--- config.mk ---
export PLATFORM = sky130hd
export DESIGN_NAME = fas_top
export DESIGN_NICKNAME = d
export VERILOG_FILES = /design/src/hdl/fas_pkg.sv /design/src/hdl/fas_top.sv
export SDC_FILE = /design/constraint.sdc
export NUM_CORES = 1
export LEC_CHECK = 0
export BUFFER_PORTS_ARGS = -buffer_cell sky130_fd_sc_hd__buf_2
export CORE_MARGIN = 4
export CORE_UTILIZATION = 40
export CTS_CLUSTER_DIAMETER = 50
export DETAILED_ROUTE_END_ITERATION = 12
export PLACE_DENSITY = 0.64
export SYNTH_ARGS = -nofsm -noshare
export SYNTH_HDL_FRONTEND = slang
export SYNTH_SLANG_ARGS = --single-unit
export TNS_END_PERCENT = 10
--- constraint.sdc ---
create_clock -name aclk -period 3.8 [get_ports aclk]
set_clock_uncertainty 0.2 [all_clocks]
set_input_delay 0.19 -clock aclk [delete_from_list [all_inputs] [get_ports aclk]]
set_output_delay 0.19 -clock aclk [all_outputs]
set_load 0.02 [all_outputs]
--- src/hdl/fas_pkg.sv ---
// Constants shared by the fault, alarm and status indicator block.
package fas_pkg;

   // ----------------------------------------------------------------------
   // Timing
   // ----------------------------------------------------------------------
   localparam int unsigned CLK_PERIOD_NS = 4;
   localparam int unsigned LED_TICK_MS = 250;
   localparam int unsigned LED_TICK_CYC = LED_TICK_MS * 1000000 / CLK_PERIOD_NS;
   localparam longint unsigned RETRY_IDLE_MS = 5000;
   localparam int unsigned RETRY_IDLE_CYC = 32'(RETRY_IDLE_MS * 1000000 / CLK_PERIOD_NS);

   // ----------------------------------------------------------------------
   // Register offsets
   // ----------------------------------------------------------------------
   localparam logic [11:0] OFS_CTRL = 12'h000;
   localparam logic [11:0] OFS_CMD = 12'h004;
   localparam logic [11:0] OFS_FAULT_PEND = 12'h008;
   localparam logic [11:0] OFS_ALARM_PEND = 12'h00C;
   localparam logic [11:0] OFS_DISPLAY = 12'h010;
   localparam logic [11:0] OFS_REACT = 12'h014;
   localparam logic [11:0] OFS_LED = 12'h018;
   localparam logic [11:0] OFS_CFG_BASE = 12'h040;

   // ----------------------------------------------------------------------
   // Field positions and reset values
   // ----------------------------------------------------------------------
   localparam int CTRL_SERVO_ON = 0;
   localparam int CTRL_LOCATE = 1;
   localparam int CTRL_PC_SESSION = 2;
   localparam int CTRL_PC_ERROR = 3;
   localparam int CTRL_CARD_BUSY = 4;
   localparam logic [4:0] CTRL_RESET = 5'h00;
   localparam int CMD_PC_ACK = 0;
   localparam int CMD_DISP_NEXT = 1;
   localparam int CFG_RX_LSB = 0;
   localparam int CFG_ACK_LSB = 4;
   localparam logic [5:0] CFG_RESET = 6'h12;

   // ----------------------------------------------------------------------
   // Encodings
   // ----------------------------------------------------------------------
   localparam logic [2:0] RX_NONE = 3'h0;
   localparam logic [2:0] RX_RAMP = 3'h1;
   localparam logic [2:0] RX_COAST = 3'h2;
   localparam logic [2:0] RX_QUICK = 3'h3;
   localparam logic [2:0] RX_ENCODER = 3'h4;
   localparam logic [1:0] ACK_POWER = 2'h0;
   localparam logic [1:0] ACK_IMMED = 2'h1;
   localparam logic [1:0] ACK_PINH = 2'h2;
   localparam logic [1:0] POS_SINGLE = 2'h0;
   localparam logic [1:0] POS_FIRST = 2'h1;
   localparam logic [1:0] POS_LATER = 2'h2;
   localparam logic [1:0] RESP_OKAY = 2'h0;
   localparam logic [1:0] RESP_SLVERR = 2'h2;

endpackage : fas_pkg

--- src/hdl/fas_top.sv ---
// Fault and alarm supervision with status indicators and an AXI4-Lite register slave.
//
// Function
// - Active faults apply configured stop reaction.
// - Encoder fault reaction always coasts motor down.
// - Power-cycle faults stay latched until reset.
// - Immediate faults clear once cause vanishes.
// - Pulse-inhibit faults acknowledge only while inhibited.
// - Display marks entry single, first, or later.
// - Faults hide alarms until all acknowledged.
// - Acknowledged persisting fault returns after idle.
// - PC tool acknowledge acts like panel acknowledge.
// - Two dual-colour indicators: drive and link.
// - Drive indicator steady green when servo on.
// - Drive indicator steady red when servo off.
// - Drive indicator flashes red 1 Hz on events.
// - Locate alternates red and orange every 0.5s.
// - Link indicator dark without PC session.
// - Link indicator flashes green 0.5 Hz in session.
// - Link indicator flashes green 2 Hz card busy.
// - Link indicator steady red on link error.
//
// Implementation choices: the placing of the registers and the AXI4-Lite register port.
`timescale 1ns/1ns
`default_nettype none

module fas_top #(
   parameter int N = 8,
   parameter int unsigned LED_TICK_CYC = fas_pkg::LED_TICK_CYC,
   parameter int unsigned RETRY_IDLE_CYC = fas_pkg::RETRY_IDLE_CYC
) (
   // Clock and reset
   input wire logic aclk,
   input wire logic aresetn,
   // AXI4-Lite write address and data
   input wire logic [11:0] s_axi_awaddr,
   input wire logic s_axi_awvalid,
   output logic s_axi_awready,
   input wire logic [31:0] s_axi_wdata,
   input wire logic [3:0] s_axi_wstrb,
   input wire logic s_axi_wvalid,
   output logic s_axi_wready,
   // AXI4-Lite write response
   output logic [1:0] s_axi_bresp,
   output logic s_axi_bvalid,
   input wire logic s_axi_bready,
   // AXI4-Lite read
   input wire logic [11:0] s_axi_araddr,
   input wire logic s_axi_arvalid,
   output logic s_axi_arready,
   output logic [31:0] s_axi_rdata,
   output logic [1:0] s_axi_rresp,
   output logic s_axi_rvalid,
   input wire logic s_axi_rready,
   // Event causes from drive logic
   input wire logic [N-1:0] fault_cause,
   input wire logic [N-1:0] alarm_cause,
   input wire logic pulses_inhibited,
   // Operator panel and reset digital input
   input wire logic operator_panel_key,
   input wire logic operator_panel_ack,
   input wire logic reset_di,
   // Stop reactions
   output logic ramp_stop,
   output logic coast_stop,
   output logic quick_stop,
   // Display
   output logic disp_valid,
   output logic disp_is_fault,
   output logic [$clog2(N)-1:0] disp_index,
   output logic [1:0] disp_pos,
   // Indicators
   output logic drive_led_green,
   output logic drive_led_red,
   output logic link_activity_indicator_green,
   output logic link_activity_indicator_red
);

   localparam int IW = $clog2(N);

   // ----------------------------------------------------------------------
   // Helper functions
   // ----------------------------------------------------------------------
   function automatic logic [IW-1:0] lowest_set(input logic [N-1:0] v);
      logic [IW-1:0] r;
      r = '0;
      for (int i = N - 1; i >= 0; i--) begin
         if (v[i]) begin
            r = IW'(i);
         end
      end
      return r;
   endfunction : lowest_set

   function automatic logic [IW-1:0] next_set(input logic [N-1:0] v, input logic [IW-1:0] from);
      logic [IW-1:0] r;
      logic found;
      r = lowest_set(v);
      found = 1'b0;
      for (int i = 0; i < N; i++) begin
         if (!found && v[i] && IW'(i) > from) begin
            r = IW'(i);
            found = 1'b1;
         end
      end
      return r;
   endfunction : next_set

   function automatic logic more_than_one(input logic [N-1:0] v);
      return (v & (v - N'(1))) != '0;
   endfunction : more_than_one

   // ----------------------------------------------------------------------
   // AXI4-Lite slave
   // ----------------------------------------------------------------------
   logic aw_held_r, w_held_r, bvalid_r, rvalid_r;
   logic [11:0] awaddr_r;
   logic [31:0] wdata_r, rdata_r;
   logic [3:0] wstrb_r;
   logic [1:0] bresp_r, rresp_r;
   logic do_write;
   logic [4:0] ctrl_r;
   logic [5:0] cfg_r [N];
   logic pc_ack, disp_next;

   assign s_axi_awready = !aw_held_r && !bvalid_r;
   assign s_axi_wready = !w_held_r && !bvalid_r;
   assign s_axi_arready = !rvalid_r;
   assign s_axi_bvalid = bvalid_r;
   assign s_axi_bresp = bresp_r;
   assign s_axi_rvalid = rvalid_r;
   assign s_axi_rdata = rdata_r;
   assign s_axi_rresp = rresp_r;
   assign do_write = aw_held_r && w_held_r && !bvalid_r;

   function automatic logic cfg_hit(input logic [11:0] a);
      return a[11:2] >= fas_pkg::OFS_CFG_BASE[11:2] && a[11:2] < fas_pkg::OFS_CFG_BASE[11:2] + 10'(N);
   endfunction : cfg_hit

   always_ff @(posedge aclk) begin
      if (!aresetn) begin
         aw_held_r <= 1'b0;
         w_held_r <= 1'b0;
         bvalid_r <= 1'b0;
         bresp_r <= fas_pkg::RESP_OKAY;
         awaddr_r <= '0;
         wdata_r <= '0;
         wstrb_r <= '0;
      end else begin
         if (s_axi_awvalid && s_axi_awready) begin
            aw_held_r <= 1'b1;
            awaddr_r <= s_axi_awaddr;
         end
         if (s_axi_wvalid && s_axi_wready) begin
            w_held_r <= 1'b1;
            wdata_r <= s_axi_wdata;
            wstrb_r <= s_axi_wstrb;
         end
         if (do_write) begin
            aw_held_r <= 1'b0;
            w_held_r <= 1'b0;
            bvalid_r <= 1'b1;
            bresp_r <= (awaddr_r[11:2] == fas_pkg::OFS_CTRL[11:2] || awaddr_r[11:2] == fas_pkg::OFS_CMD[11:2]
                        || cfg_hit(awaddr_r)) ? fas_pkg::RESP_OKAY : fas_pkg::RESP_SLVERR;
         end else if (bvalid_r && s_axi_bready) begin
            bvalid_r <= 1'b0;
         end
      end
   end

   // Command bits are one-cycle pulses produced by a write; they never store.
   assign pc_ack = do_write && awaddr_r[11:2] == fas_pkg::OFS_CMD[11:2] && wstrb_r[0]
                   && wdata_r[fas_pkg::CMD_PC_ACK];
   assign disp_next = do_write && awaddr_r[11:2] == fas_pkg::OFS_CMD[11:2] && wstrb_r[0]
                      && wdata_r[fas_pkg::CMD_DISP_NEXT];

   always_ff @(posedge aclk) begin
      if (!aresetn) begin
         ctrl_r <= fas_pkg::CTRL_RESET;
      end else if (do_write && awaddr_r[11:2] == fas_pkg::OFS_CTRL[11:2] && wstrb_r[0]) begin
         ctrl_r <= wdata_r[4:0];
      end
   end

   always_ff @(posedge aclk) begin
      for (int i = 0; i < N; i++) begin
         if (!aresetn) begin
            cfg_r[i] <= fas_pkg::CFG_RESET;
         end else if (do_write && cfg_hit(awaddr_r) && wstrb_r[0]
                      && awaddr_r[11:2] - fas_pkg::OFS_CFG_BASE[11:2] == 10'(i)) begin
            cfg_r[i] <= wdata_r[5:0];
         end
      end
   end

   // ----------------------------------------------------------------------
   // Acknowledge sources
   // ----------------------------------------------------------------------
   logic rst_sync1_r, rst_sync2_r, rst_prev_r, ack_pulse;

   always_ff @(posedge aclk) begin
      if (!aresetn) begin
         rst_sync1_r <= 1'b0;
         rst_sync2_r <= 1'b0;
         rst_prev_r <= 1'b0;
      end else begin
         rst_sync1_r <= reset_di;
         rst_sync2_r <= rst_sync1_r;
         rst_prev_r <= rst_sync2_r;
      end
   end

   assign ack_pulse = operator_panel_ack || (rst_sync2_r && !rst_prev_r) || pc_ack;

   // ----------------------------------------------------------------------
   // Fault and alarm latches
   // ----------------------------------------------------------------------
   logic [N-1:0] fault_act_r, hidden_r, alarm_act_r, ackable, auto_clr;
   logic [31:0] idle_cnt_r;
   logic idle_done;

   always_comb begin
      for (int i = 0; i < N; i++) begin
         ackable[i] = cfg_r[i][5:4] == fas_pkg::ACK_IMMED
                      || (cfg_r[i][5:4] == fas_pkg::ACK_PINH && pulses_inhibited);
         auto_clr[i] = cfg_r[i][5:4] == fas_pkg::ACK_IMMED && !fault_cause[i];
      end
   end

   // Idle time restarts on any key or acknowledge and saturates at the retry time.
   always_ff @(posedge aclk) begin
      if (!aresetn || operator_panel_key || ack_pulse) begin
         idle_cnt_r <= '0;
      end else if (idle_cnt_r != RETRY_IDLE_CYC) begin
         idle_cnt_r <= idle_cnt_r + 32'h1;
      end
   end
   assign idle_done = idle_cnt_r == RETRY_IDLE_CYC;

   always_ff @(posedge aclk) begin
      if (!aresetn) begin
         hidden_r <= '0;
      end else begin
         // An acknowledge in the cycle in which the idle time runs out does not keep a hidden fault hidden; it only hides active faults.
         hidden_r <= ((hidden_r & ~{N{idle_done}}) | ({N{ack_pulse}} & ackable & fault_act_r & fault_cause))
                     & fault_cause;
      end
   end

   // A present cause wins over the automatic clear but not over an acknowledge; power-cycle faults only leave through reset.
   always_ff @(posedge aclk) begin
      if (!aresetn) begin
         fault_act_r <= '0;
      end else begin
         fault_act_r <= (fault_cause & ~hidden_r & ~({N{ack_pulse}} & ackable & fault_act_r))
                        | (fault_act_r & ~auto_clr & ~({N{ack_pulse}} & ackable));
      end
   end

   always_ff @(posedge aclk) begin
      if (!aresetn) begin
         alarm_act_r <= '0;
      end else begin
         alarm_act_r <= alarm_cause;
      end
   end

   // ----------------------------------------------------------------------
   // Reactions
   // ----------------------------------------------------------------------
   logic [N-1:0] rx_ramp, rx_coast, rx_quick;

   always_comb begin
      for (int i = 0; i < N; i++) begin
         rx_ramp[i] = fault_act_r[i] && cfg_r[i][2:0] == fas_pkg::RX_RAMP;
         rx_coast[i] = fault_act_r[i] && (cfg_r[i][2:0] == fas_pkg::RX_COAST
                       || cfg_r[i][2:0] == fas_pkg::RX_ENCODER);
         rx_quick[i] = fault_act_r[i] && cfg_r[i][2:0] == fas_pkg::RX_QUICK;
      end
   end

   always_ff @(posedge aclk) begin
      if (!aresetn) begin
         ramp_stop <= 1'b0;
         coast_stop <= 1'b0;
         quick_stop <= 1'b0;
      end else begin
         ramp_stop <= |rx_ramp;
         coast_stop <= |rx_coast;
         quick_stop <= |rx_quick;
      end
   end

   // ----------------------------------------------------------------------
   // Display selection
   // ----------------------------------------------------------------------
   logic [N-1:0] shown;
   logic [IW-1:0] sel_r, cur;

   assign shown = (|fault_act_r) ? fault_act_r : alarm_act_r;
   assign cur = shown[sel_r] ? sel_r : lowest_set(shown);

   always_ff @(posedge aclk) begin
      if (!aresetn) begin
         sel_r <= '0;
      end else if (disp_next || !shown[sel_r]) begin
         sel_r <= disp_next ? next_set(shown, cur) : lowest_set(shown);
      end
   end

   always_ff @(posedge aclk) begin
      if (!aresetn) begin
         disp_valid <= 1'b0;
         disp_is_fault <= 1'b0;
         disp_index <= '0;
         disp_pos <= fas_pkg::POS_SINGLE;
      end else begin
         disp_valid <= |shown;
         disp_is_fault <= |fault_act_r;
         disp_index <= cur;
         disp_pos <= !more_than_one(shown) ? fas_pkg::POS_SINGLE
                     : (cur == lowest_set(shown)) ? fas_pkg::POS_FIRST : fas_pkg::POS_LATER;
      end
   end

   // ----------------------------------------------------------------------
   // Indicators
   // ----------------------------------------------------------------------
   logic [31:0] tick_cnt_r;
   logic [2:0] phase_r;
   logic pending;

   // Phase bit 0 toggles every 0.25 s (2 Hz), bit 1 every 0.5 s (1 Hz), bit 2 every 1 s (0.5 Hz).
   always_ff @(posedge aclk) begin
      if (!aresetn) begin
         tick_cnt_r <= '0;
         phase_r <= '0;
      end else if (tick_cnt_r == LED_TICK_CYC - 1) begin
         tick_cnt_r <= '0;
         phase_r <= phase_r + 3'h1;
      end else begin
         tick_cnt_r <= tick_cnt_r + 32'h1;
      end
   end

   assign pending = (|fault_act_r) || (|alarm_act_r);

   always_ff @(posedge aclk) begin
      if (!aresetn) begin
         drive_led_green <= 1'b0;
         drive_led_red <= 1'b1;
      end else if (ctrl_r[fas_pkg::CTRL_LOCATE]) begin
         drive_led_green <= phase_r[1];
         drive_led_red <= 1'b1;
      end else if (pending) begin
         drive_led_green <= 1'b0;
         drive_led_red <= phase_r[1];
      end else if (ctrl_r[fas_pkg::CTRL_SERVO_ON]) begin
         drive_led_green <= 1'b1;
         drive_led_red <= 1'b0;
      end else begin
         drive_led_green <= 1'b0;
         drive_led_red <= 1'b1;
      end
   end

   always_ff @(posedge aclk) begin
      if (!aresetn) begin
         link_activity_indicator_green <= 1'b0;
         link_activity_indicator_red <= 1'b0;
      end else if (ctrl_r[fas_pkg::CTRL_PC_ERROR]) begin
         link_activity_indicator_green <= 1'b0;
         link_activity_indicator_red <= 1'b1;
      end else if (ctrl_r[fas_pkg::CTRL_CARD_BUSY]) begin
         link_activity_indicator_green <= phase_r[0];
         link_activity_indicator_red <= 1'b0;
      end else if (ctrl_r[fas_pkg::CTRL_PC_SESSION]) begin
         link_activity_indicator_green <= phase_r[2];
         link_activity_indicator_red <= 1'b0;
      end else begin
         link_activity_indicator_green <= 1'b0;
         link_activity_indicator_red <= 1'b0;
      end
   end

   // ----------------------------------------------------------------------
   // Register read
   // ----------------------------------------------------------------------
   always_ff @(posedge aclk) begin
      if (!aresetn) begin
         rvalid_r <= 1'b0;
         rdata_r <= '0;
         rresp_r <= fas_pkg::RESP_OKAY;
      end else if (s_axi_arvalid && s_axi_arready) begin
         rvalid_r <= 1'b1;
         rresp_r <= fas_pkg::RESP_OKAY;
         rdata_r <= '0;
         unique case (s_axi_araddr[11:2])
            fas_pkg::OFS_CTRL[11:2]: rdata_r <= 32'(ctrl_r);
            fas_pkg::OFS_CMD[11:2]: rdata_r <= '0;
            fas_pkg::OFS_FAULT_PEND[11:2]: rdata_r <= 32'(fault_act_r);
            fas_pkg::OFS_ALARM_PEND[11:2]: rdata_r <= 32'(alarm_act_r);
            fas_pkg::OFS_DISPLAY[11:2]: rdata_r <= {16'h0000, disp_valid, 1'b0, disp_pos, 3'h0, disp_is_fault,
                                                    8'(disp_index)};
            fas_pkg::OFS_REACT[11:2]: rdata_r <= {29'h0, quick_stop, coast_stop, ramp_stop};
            fas_pkg::OFS_LED[11:2]: rdata_r <= {28'h0, link_activity_indicator_red, link_activity_indicator_green,
                                                drive_led_red, drive_led_green};
            default: begin
               if (cfg_hit(s_axi_araddr)) begin
                  rdata_r <= 32'(cfg_r[IW'(s_axi_araddr[11:2] - fas_pkg::OFS_CFG_BASE[11:2])]);
               end else begin
                  rresp_r <= fas_pkg::RESP_SLVERR;
               end
            end
         endcase
      end else if (rvalid_r && s_axi_rready) begin
         rvalid_r <= 1'b0;
      end
   end

   // ----------------------------------------------------------------------
   // Assertions
   // ----------------------------------------------------------------------
   a_coast_reaction: assert property (@(posedge aclk) disable iff (!aresetn) (|rx_coast) |=> coast_stop)
      else $error("coast reaction missing");
   a_power_hold: assert property (@(posedge aclk) disable iff (!aresetn)
      (|(fault_act_r & ~ackable & ~auto_clr)) |=> (|fault_act_r))
      else $error("latched fault dropped");
   a_alarm_follow: assert property (@(posedge aclk) disable iff (!aresetn)
      ##1 alarm_act_r == $past(alarm_cause))
      else $error("alarm does not follow cause");
   a_fault_first: assert property (@(posedge aclk) disable iff (!aresetn)
      (|fault_act_r) |=> disp_valid && disp_is_fault)
      else $error("alarm shown over fault");
   a_single_pos: assert property (@(posedge aclk) disable iff (!aresetn)
      ($onehot(shown)) |=> disp_pos == fas_pkg::POS_SINGLE)
      else $error("single entry mislabelled");
   a_servo_green: assert property (@(posedge aclk) disable iff (!aresetn)
      (ctrl_r[fas_pkg::CTRL_SERVO_ON] && !pending && !ctrl_r[fas_pkg::CTRL_LOCATE])
      |=> drive_led_green && !drive_led_red)
      else $error("servo on not green");
   a_event_flash: assert property (@(posedge aclk) disable iff (!aresetn)
      (pending && !ctrl_r[fas_pkg::CTRL_LOCATE]) |=> !drive_led_green && drive_led_red == $past(phase_r[1]))
      else $error("event flash wrong");
   a_link_dark: assert property (@(posedge aclk) disable iff (!aresetn)
      (ctrl_r[4:2] == 3'h0) |=> !link_activity_indicator_green && !link_activity_indicator_red)
      else $error("link indicator lit");
   a_link_error: assert property (@(posedge aclk) disable iff (!aresetn)
      ctrl_r[fas_pkg::CTRL_PC_ERROR] |=> link_activity_indicator_red && !link_activity_indicator_green)
      else $error("link error not red");
   a_retry_raise: assert property (@(posedge aclk) disable iff (!aresetn)
      (idle_done && |(fault_cause & hidden_r)) ##1 (|(fault_cause & $past(fault_cause & hidden_r)))
      |=> (|fault_act_r))
      else $error("fault not raised again");

endmodule : fas_top

`default_nettype wire

# Word level (Yosys, flattened, before mapping)
# Memory sizes are Yosys's and may differ from the RTL's.
# Index checks and enable logic that the tools add are counted.
[totals]
regBits = 175
ram_bits = 48
in_bits = 87
out_inout_bits = 55
word_cells = 385
memories = 1
[mem_list]
columns = ["memory", "words", "word_bits", "read_ports", "rd_clocked_by_memory_dff", "write_ports", "line_no", "source"]
rows = [
  ["cfg_r", 8, 6, 9, 0, 8, "fas_top.sv:123", "logic [5:0] cfg_r [N];"],
]
[classes]
n_addsub = 6
n_lt_le_gt_ge = 13
eq_ne = 66
mux = 94
bitwise = 26
n_reduce_logical = 147
[ops]
columns = ["cell", "n"]
rows = [
  ["16-bit one-hot mux with 7 select lines", 1],
  ["1-bit logical AND", 83],
  ["8-bit bitwise AND", 10],
  ["10-bit by 3-bit == test with 1-bit output, second input constant", 7],
  ["32-bit by 1-bit adder with 32-bit output, second input constant", 2],
  ["1-bit 2-to-1 mux", 59],
  ["3-bit 2-to-1 mux", 19],
  ["6-bit 2-to-1 mux", 9],
  ["3-bit by 2-bit == test with 1-bit output, second input constant", 16],
  ["8-bit OR reduction", 6],
  ["10-bit by 2-bit == test with 1-bit output, second input constant", 4],
  ["8-bit inverter", 5],
  ["32-bit by 26-bit == test with 1-bit output, second input constant", 1],
  ["32-bit by 31-bit == test with 1-bit output, second input constant", 1],
  ["32-bit by 31-bit != test with 1-bit output, second input constant", 1],
  ["10-bit by 1-bit == test with 1-bit output, second input constant", 3],
  ["10-bit zero test", 3],
  ["3-bit by 1-bit == test with 1-bit output, second input constant", 8],
  ["3-bit == test, second input constant", 8],
  ["1-bit logical OR", 24],
  ["1-bit zero test", 22],
  ["10-bit by 5-bit >= comparator with 1-bit output, second input constant", 2],
  ["10-bit by 5-bit less-than comparator with 1-bit output, second input constant", 2],
  ["2-bit by 1-bit == test with 1-bit output, second input constant", 8],
  ["other kinds (21)", 48],
]

# Depth between registers and ports, before layout
[logic_depth]
depth_word = 57
depth_mapped = 11
depth_no_buf = 11

# Least setup slack after synthesis
# OpenSTA, ideal clock, no wires.
[synth_path]
kind = "register to register"
start = "register awaddr_r[9]"
end = "memory cfg_r[2][0], enable pin"
setup_time_ns = 0.380
arrival_time_ns = 2.540
required_time_ns = 3.220
setup_slack_ns = 0.680
path_stages_with_launch = 9
n_path_buf = 2
synth_period_minus_slack_ns = 3.120
cell_sequence = "dfxtp_1 nor3_1 nand2_1 or4_1 or3_1 clkbuf_1 or3_1 clkbuf_1 o31ai_1"
[synth_lines]
columns = ["item", "line_no", "source"]
rows = [
  ["start, declared", "fas_top.sv:117", "logic [11:0] awaddr_r;"],
  ["start signal, assigned", "fas_top.sv:152", "awaddr_r <= s_axi_awaddr;"],
  ["end, declared", "fas_top.sv:123", ""],
]

# Final worst setup path
[layout_path]
start = "register fault_act_r[1]"
end = "register sel_r[0]"
[layout_between]
elab_chain_len = 57
word_cells_on_any_way = 75
cone_classes = "order compare (8); mux (42); reduce/logical (25)"
[layout_rtl]
columns = ["item", "line_no", "source"]
rows = [
  ["start, declared", "fas_top.sv:218", "logic [N-1:0] fault_act_r, hidden_r, alarm_act_r, ackable, auto_clr;"],
  ["start signal, assigned", "fas_top.sv:255", "fault_act_r <= (fault_cause & ~hidden_r & ~({N{ack_pulse}} & ackable & fault_act_r))"],
  ["8-bit OR reduction", "fas_top.sv:300", "assign shown = (|fault_act_r) ? fault_act_r : alarm_act_r;"],
  ["8-bit 2-to-1 mux *", "fas_top.sv:300", ""],
  ["3-bit 2-to-1 mux (8 in series)", "fas_top.sv:88", "if (v[i]) begin"],
  ["3-bit 2-to-1 mux", "fas_top.sv:301", "assign cur = shown[sel_r] ? sel_r : lowest_set(shown);"],
  ["1-bit by 3-bit > comparator with 1-bit output", "fas_top.sv:101", "if (!found && v[i] && IW'(i) > from) begin"],
  ["1-bit logical AND", "fas_top.sv:101", ""],
  ["1-bit 2-to-1 mux", "fas_top.sv:101", ""],
  ["1-bit 2-to-1 mux", "fas_top.sv:306", "end else if (disp_next || !shown[sel_r]) begin"],
  ["(+32 left out)", "n/a", ""],
  ["1-bit logical AND (2 in series)", "fas_top.sv:101", ""],
  ["1-bit 2-to-1 mux", "fas_top.sv:101", ""],
  ["1-bit 2-to-1 mux", "fas_top.sv:306", ""],
  ["1-bit 2-to-1 mux", "fas_top.sv:304", "if (!aresetn) begin"],
  ["1-bit zero test", "fas_top.sv:101", ""],
  ["1-bit logical AND (2 in series)", "fas_top.sv:101", ""],
  ["3-bit 2-to-1 mux", "fas_top.sv:101", ""],
  ["3-bit 2-to-1 mux", "fas_top.sv:307", "sel_r <= disp_next ? next_set(shown, cur) : lowest_set(shown);"],
  ["end signal, assigned", "fas_top.sv:307", ""],
  ["end, declared", "fas_top.sv:298", "logic [IW-1:0] sel_r, cur;"],
]
# Every way passes the cells marked *; elsewhere a longest branch is shown, timed or not. The select of a mux whose other input is x is not followed.
# A chain may end at the register's enable or synchronous reset.

==> impl_metrics.py <==
metrics = {
    "timing": {
        "slew_headroom_pct": 34.5,
        "tightestPinTransition_ns": 0.974,
        "rsz0062_at_grt": "no",
        "fmaxAchievable_mhz": 290,
        "finalCritPeriodShare_pct": 90.7,
        "slew_viol_final": 0,
        "tns_ns": 0,
        "hold_viol": 0,
        "setup_viol": 0,
        "min_period_ns": 3.45,
        "whs_ns": 0.0461,
    },
    "worst_setup_path": {
        "cp_data_required_time_ns": 3.96,
        "path_buf_inv": 0,
        "crit_slowest_cell": "nor4_4",
        "crit_path_start": "fault_act_r[1]",
        "crit_cells": 9,
        "reg2reg_depth": 9,
        "regToRegSetupSlack_ns": 0.35,
        "timing.rr.start": "fault_act_r[1]",
        "crit_fanout": 12,
        "critical_path.top_delay_family": "compound AO/OA/AOI/OAI gates",
        "crit_arrival_ns": 3.61,
        "crit_chain": "nor4_4 -> a31oi_1 -> o32ai_1 -> or2_1 -> nand2b_2 -> a2111o_1 -> o22ai_1 -> o311a_1 -> a311oi_2",
        "setup.worst_path.end": "sel_r[0]",
        "critPathKind": "reg -> reg",
        "timing.rr.end": "sel_r[0]",
        "crit_path_end_kind": "flip-flop",
        "crit_path_max_incr_delay_ns": 0.55,
        "start_kind": "flip-flop",
    },
    "clocking": {
        "cts_setup_buffers": 0,
        "clock_tree.root_cell": "clkbuf_16",
        "cts_tree": "yes",
        "clk_path_buf_depth": 2,
        "cts_sinks": 199,
        "insertion_delay_ns": 0.45,
        "path_clk_slew_ns": 0.09,
        "cts_buffers": 17,
        "cts_max_level": 4,
    },
    "synthesis": {
        "yosysSeqAreaShare_pct": 44.8,
        "ys_ff_latch": 199,
        "ys_dominant_reg_cell": "dfxtp_1",
        "synthDistinctLibCells": 82,
        "yosys_warnings": 0,
        "async_flop_share_pct": 0,
        "syn_area_per_cell_um2": 9.05,
        "synth_top_cell_by_area": "dfxtp_1",
        "synthesis.area_um2": 9960,
        "syn_inst": 1101,
        "synth-edff-count": 48,
        "synth_top_area_share_pct": 30.3,
        "yosys-top-cells-area": "dfxtp_1 (30%), edfxtp_1 (14%), nor2_1 (4.7%)",
    },
    "global_route": {
        "grt_pass1_wl_um": 40500,
        "grt_antenna_before_repair": 1,
        "grt_max_degree": 61,
        "grt_pass1_vias": 7885,
        "track_usage_pct": 17.8,
        "overflow": 0,
    },
    "flow_run": {
        "maxCapViolCount": 0,
    },
    "route": {
        "drt_wl_total_um": 24800,
        "dr.first_iter.drc_count": 590,
        "firstDrtPassIters": 7,
        "avgRoutedWirePerCell_um": 16.0,
        "vias_per_cell": 5.26,
        "num_vias": 8171,
        "ant_nets": 0,
        "drc": 0,
    },
    "floorplanning": {
        "die_height_um": 166,
        "die_w_um": 166,
        "dieArea_um2": 27500,
        "ioPinCount": 142,
        "rows": 57,
        "start_util_pct": 40.9,
        "placeableCoreArea_um2": 24400,
    },
    "layout": {
        "insertedDiodeCount": 0,
        "syn_to_final_growth_pct": 17.7,
        "layout-drive-gt1-share_pct": 14.3,
        "final_util_pct": 48.1,
        "final_common_cell": "dfxtp_1",
        "layout_common_cells": "dfxtp_1 (151), nor2_1 (126), nand2_1 (120)",
        "nNetsFinal": 1306,
    },
    "outcome": {
        "status": "finished clean",
    },
    "placed_design": {
        "port-buffer-count": 86,
        "gp_congestion": 0.945,
        "dpl.hpwl_um": 18000,
    },
    "power": {
        "power_density_nw_per_um2": 417,
        "p_leak_nw": 4.45,
        "peakVddDrop_mv": 0.284,
    },
    "worst_hold_path": {
        "hold_class": "in -> reg",
    },
}
==> what timing repair did <==
action                                 CTS  global route
resized for setup                        0             0
endpoints found under the hold margin   42             0
hold buffers                            37             0
==> registers in the layout, indices dropped and copies added, names as in the netlist, 2 cells and up <==
name	count
wdata_r	6
awaddr_r	10
ctrl_r	5
cfg_r	48
disp_pos	2
idle_cnt_r	32
disp_index	3
fault_act_r	8
hidden_r	8
s_axi_rdata	12
phase_r	3
tick_cnt_r	32
sel_r	3
alarm_act_r	8
==> cell families after synthesis <==
family / after synthesis / share of synthesized area (%)
AOI/OAI and AO/OA: 161 / 11.4
xor gates and xnor gates: 70 / 6.15
adders and majority gates: 4 / 0.502
buffers and inverters: 104 / 4.85
DFF: 199 / 44.8
muxes: 35 / 5.07
other: 1 / 0.0376
and+or+nand+nor: 527 / 27.2
==> cells in the mapped netlist, types with 8 or more instances <==
cell type,count
or3_1,27
mux4_2,12
nor4_1,16
nor2b_1,23
xor2_1,42
nand2b_1,21
inv_1,30
dfxtp_1,151
a21boi_0,17
nand3_1,46
mux2i_1,19
xnor2_1,28
nand3b_1,10
clkbuf_1,42
nand4_1,12
a21oi_1,25
and2_1,57
edfxtp_1,48
nand2_1,120
buf_4,22
nor2_1,126
and3_1,15
nor3_1,14
buf_2,8
o21ai_0,44
==> how the worst min path moves through the flow <==
stage / startpoint / to / cells after the start
finish: pulses_inhibited / hidden_r[4] / 5
global route: pulses_inhibited / hidden_r[4] / 5
CTS: pulses_inhibited / hidden_r[4] / 5
detailed placement: alarm_cause[2] / alarm_act_r[2] / 2
global placement: alarm_cause[2] / alarm_act_r[2] / 2
floorplan: fault_cause[0] / hidden_r[0] / 2
==> power breakdown <==
part / internal, mW / total [mW] / switching (mW)
combinational: 0.245 / 0.582 / 0.338
sequential: 2.23 / 2.33 / 0.0965
clock: 0.993 / 1.99 / 0.993
total: 3.47 / 4.89 / 1.43
==> metrics by stage <==
stage	std cells	total power, mW	setup WS (ns)	instance area, µm²
final	1552	4.89	0.355	11700
after global routing	1552	5.09	0.0820	11700
after detailed placement	1483	2.92	0.431	10700
after floorplan	1122	2.74	0.680	10000
after CTS	1552	4.93	0.404	11700
after global placement	1483	2.92	0.472	10700
==> area by class of cell <==
cell class,count,area (µm²)
tap,324,405
inverter,30,113
clock inverter,15,236
fill,2279,12700
clock buffer,17,425
multi-input combinational,819,5100
sequential,199,4460
timing repair buffer,148,988
==> metal layers <==
layer / vias to the layer above / part of all wire (%) / routed length [µm] / track usage [%]
li1: 4046 / - / - / -
met5: - / 0.073 / 18 / 0
met2: 250 / 46 / 11500 / 29.5
met3: 47 / 5.0 / 1230 / 3.52
met4: 2 / 2.3 / 573 / 5.67
met1: 3826 / 46 / 11500 / 23.4
==> worst min-delay path, stage by stage <==
cell	delay, ns
buf_2	0.17
nand2_1	0.07
o21ai_0	0.06
nand3_1	0.09
a21oi_1	0.06
Power figures use the tool's default switching activity.
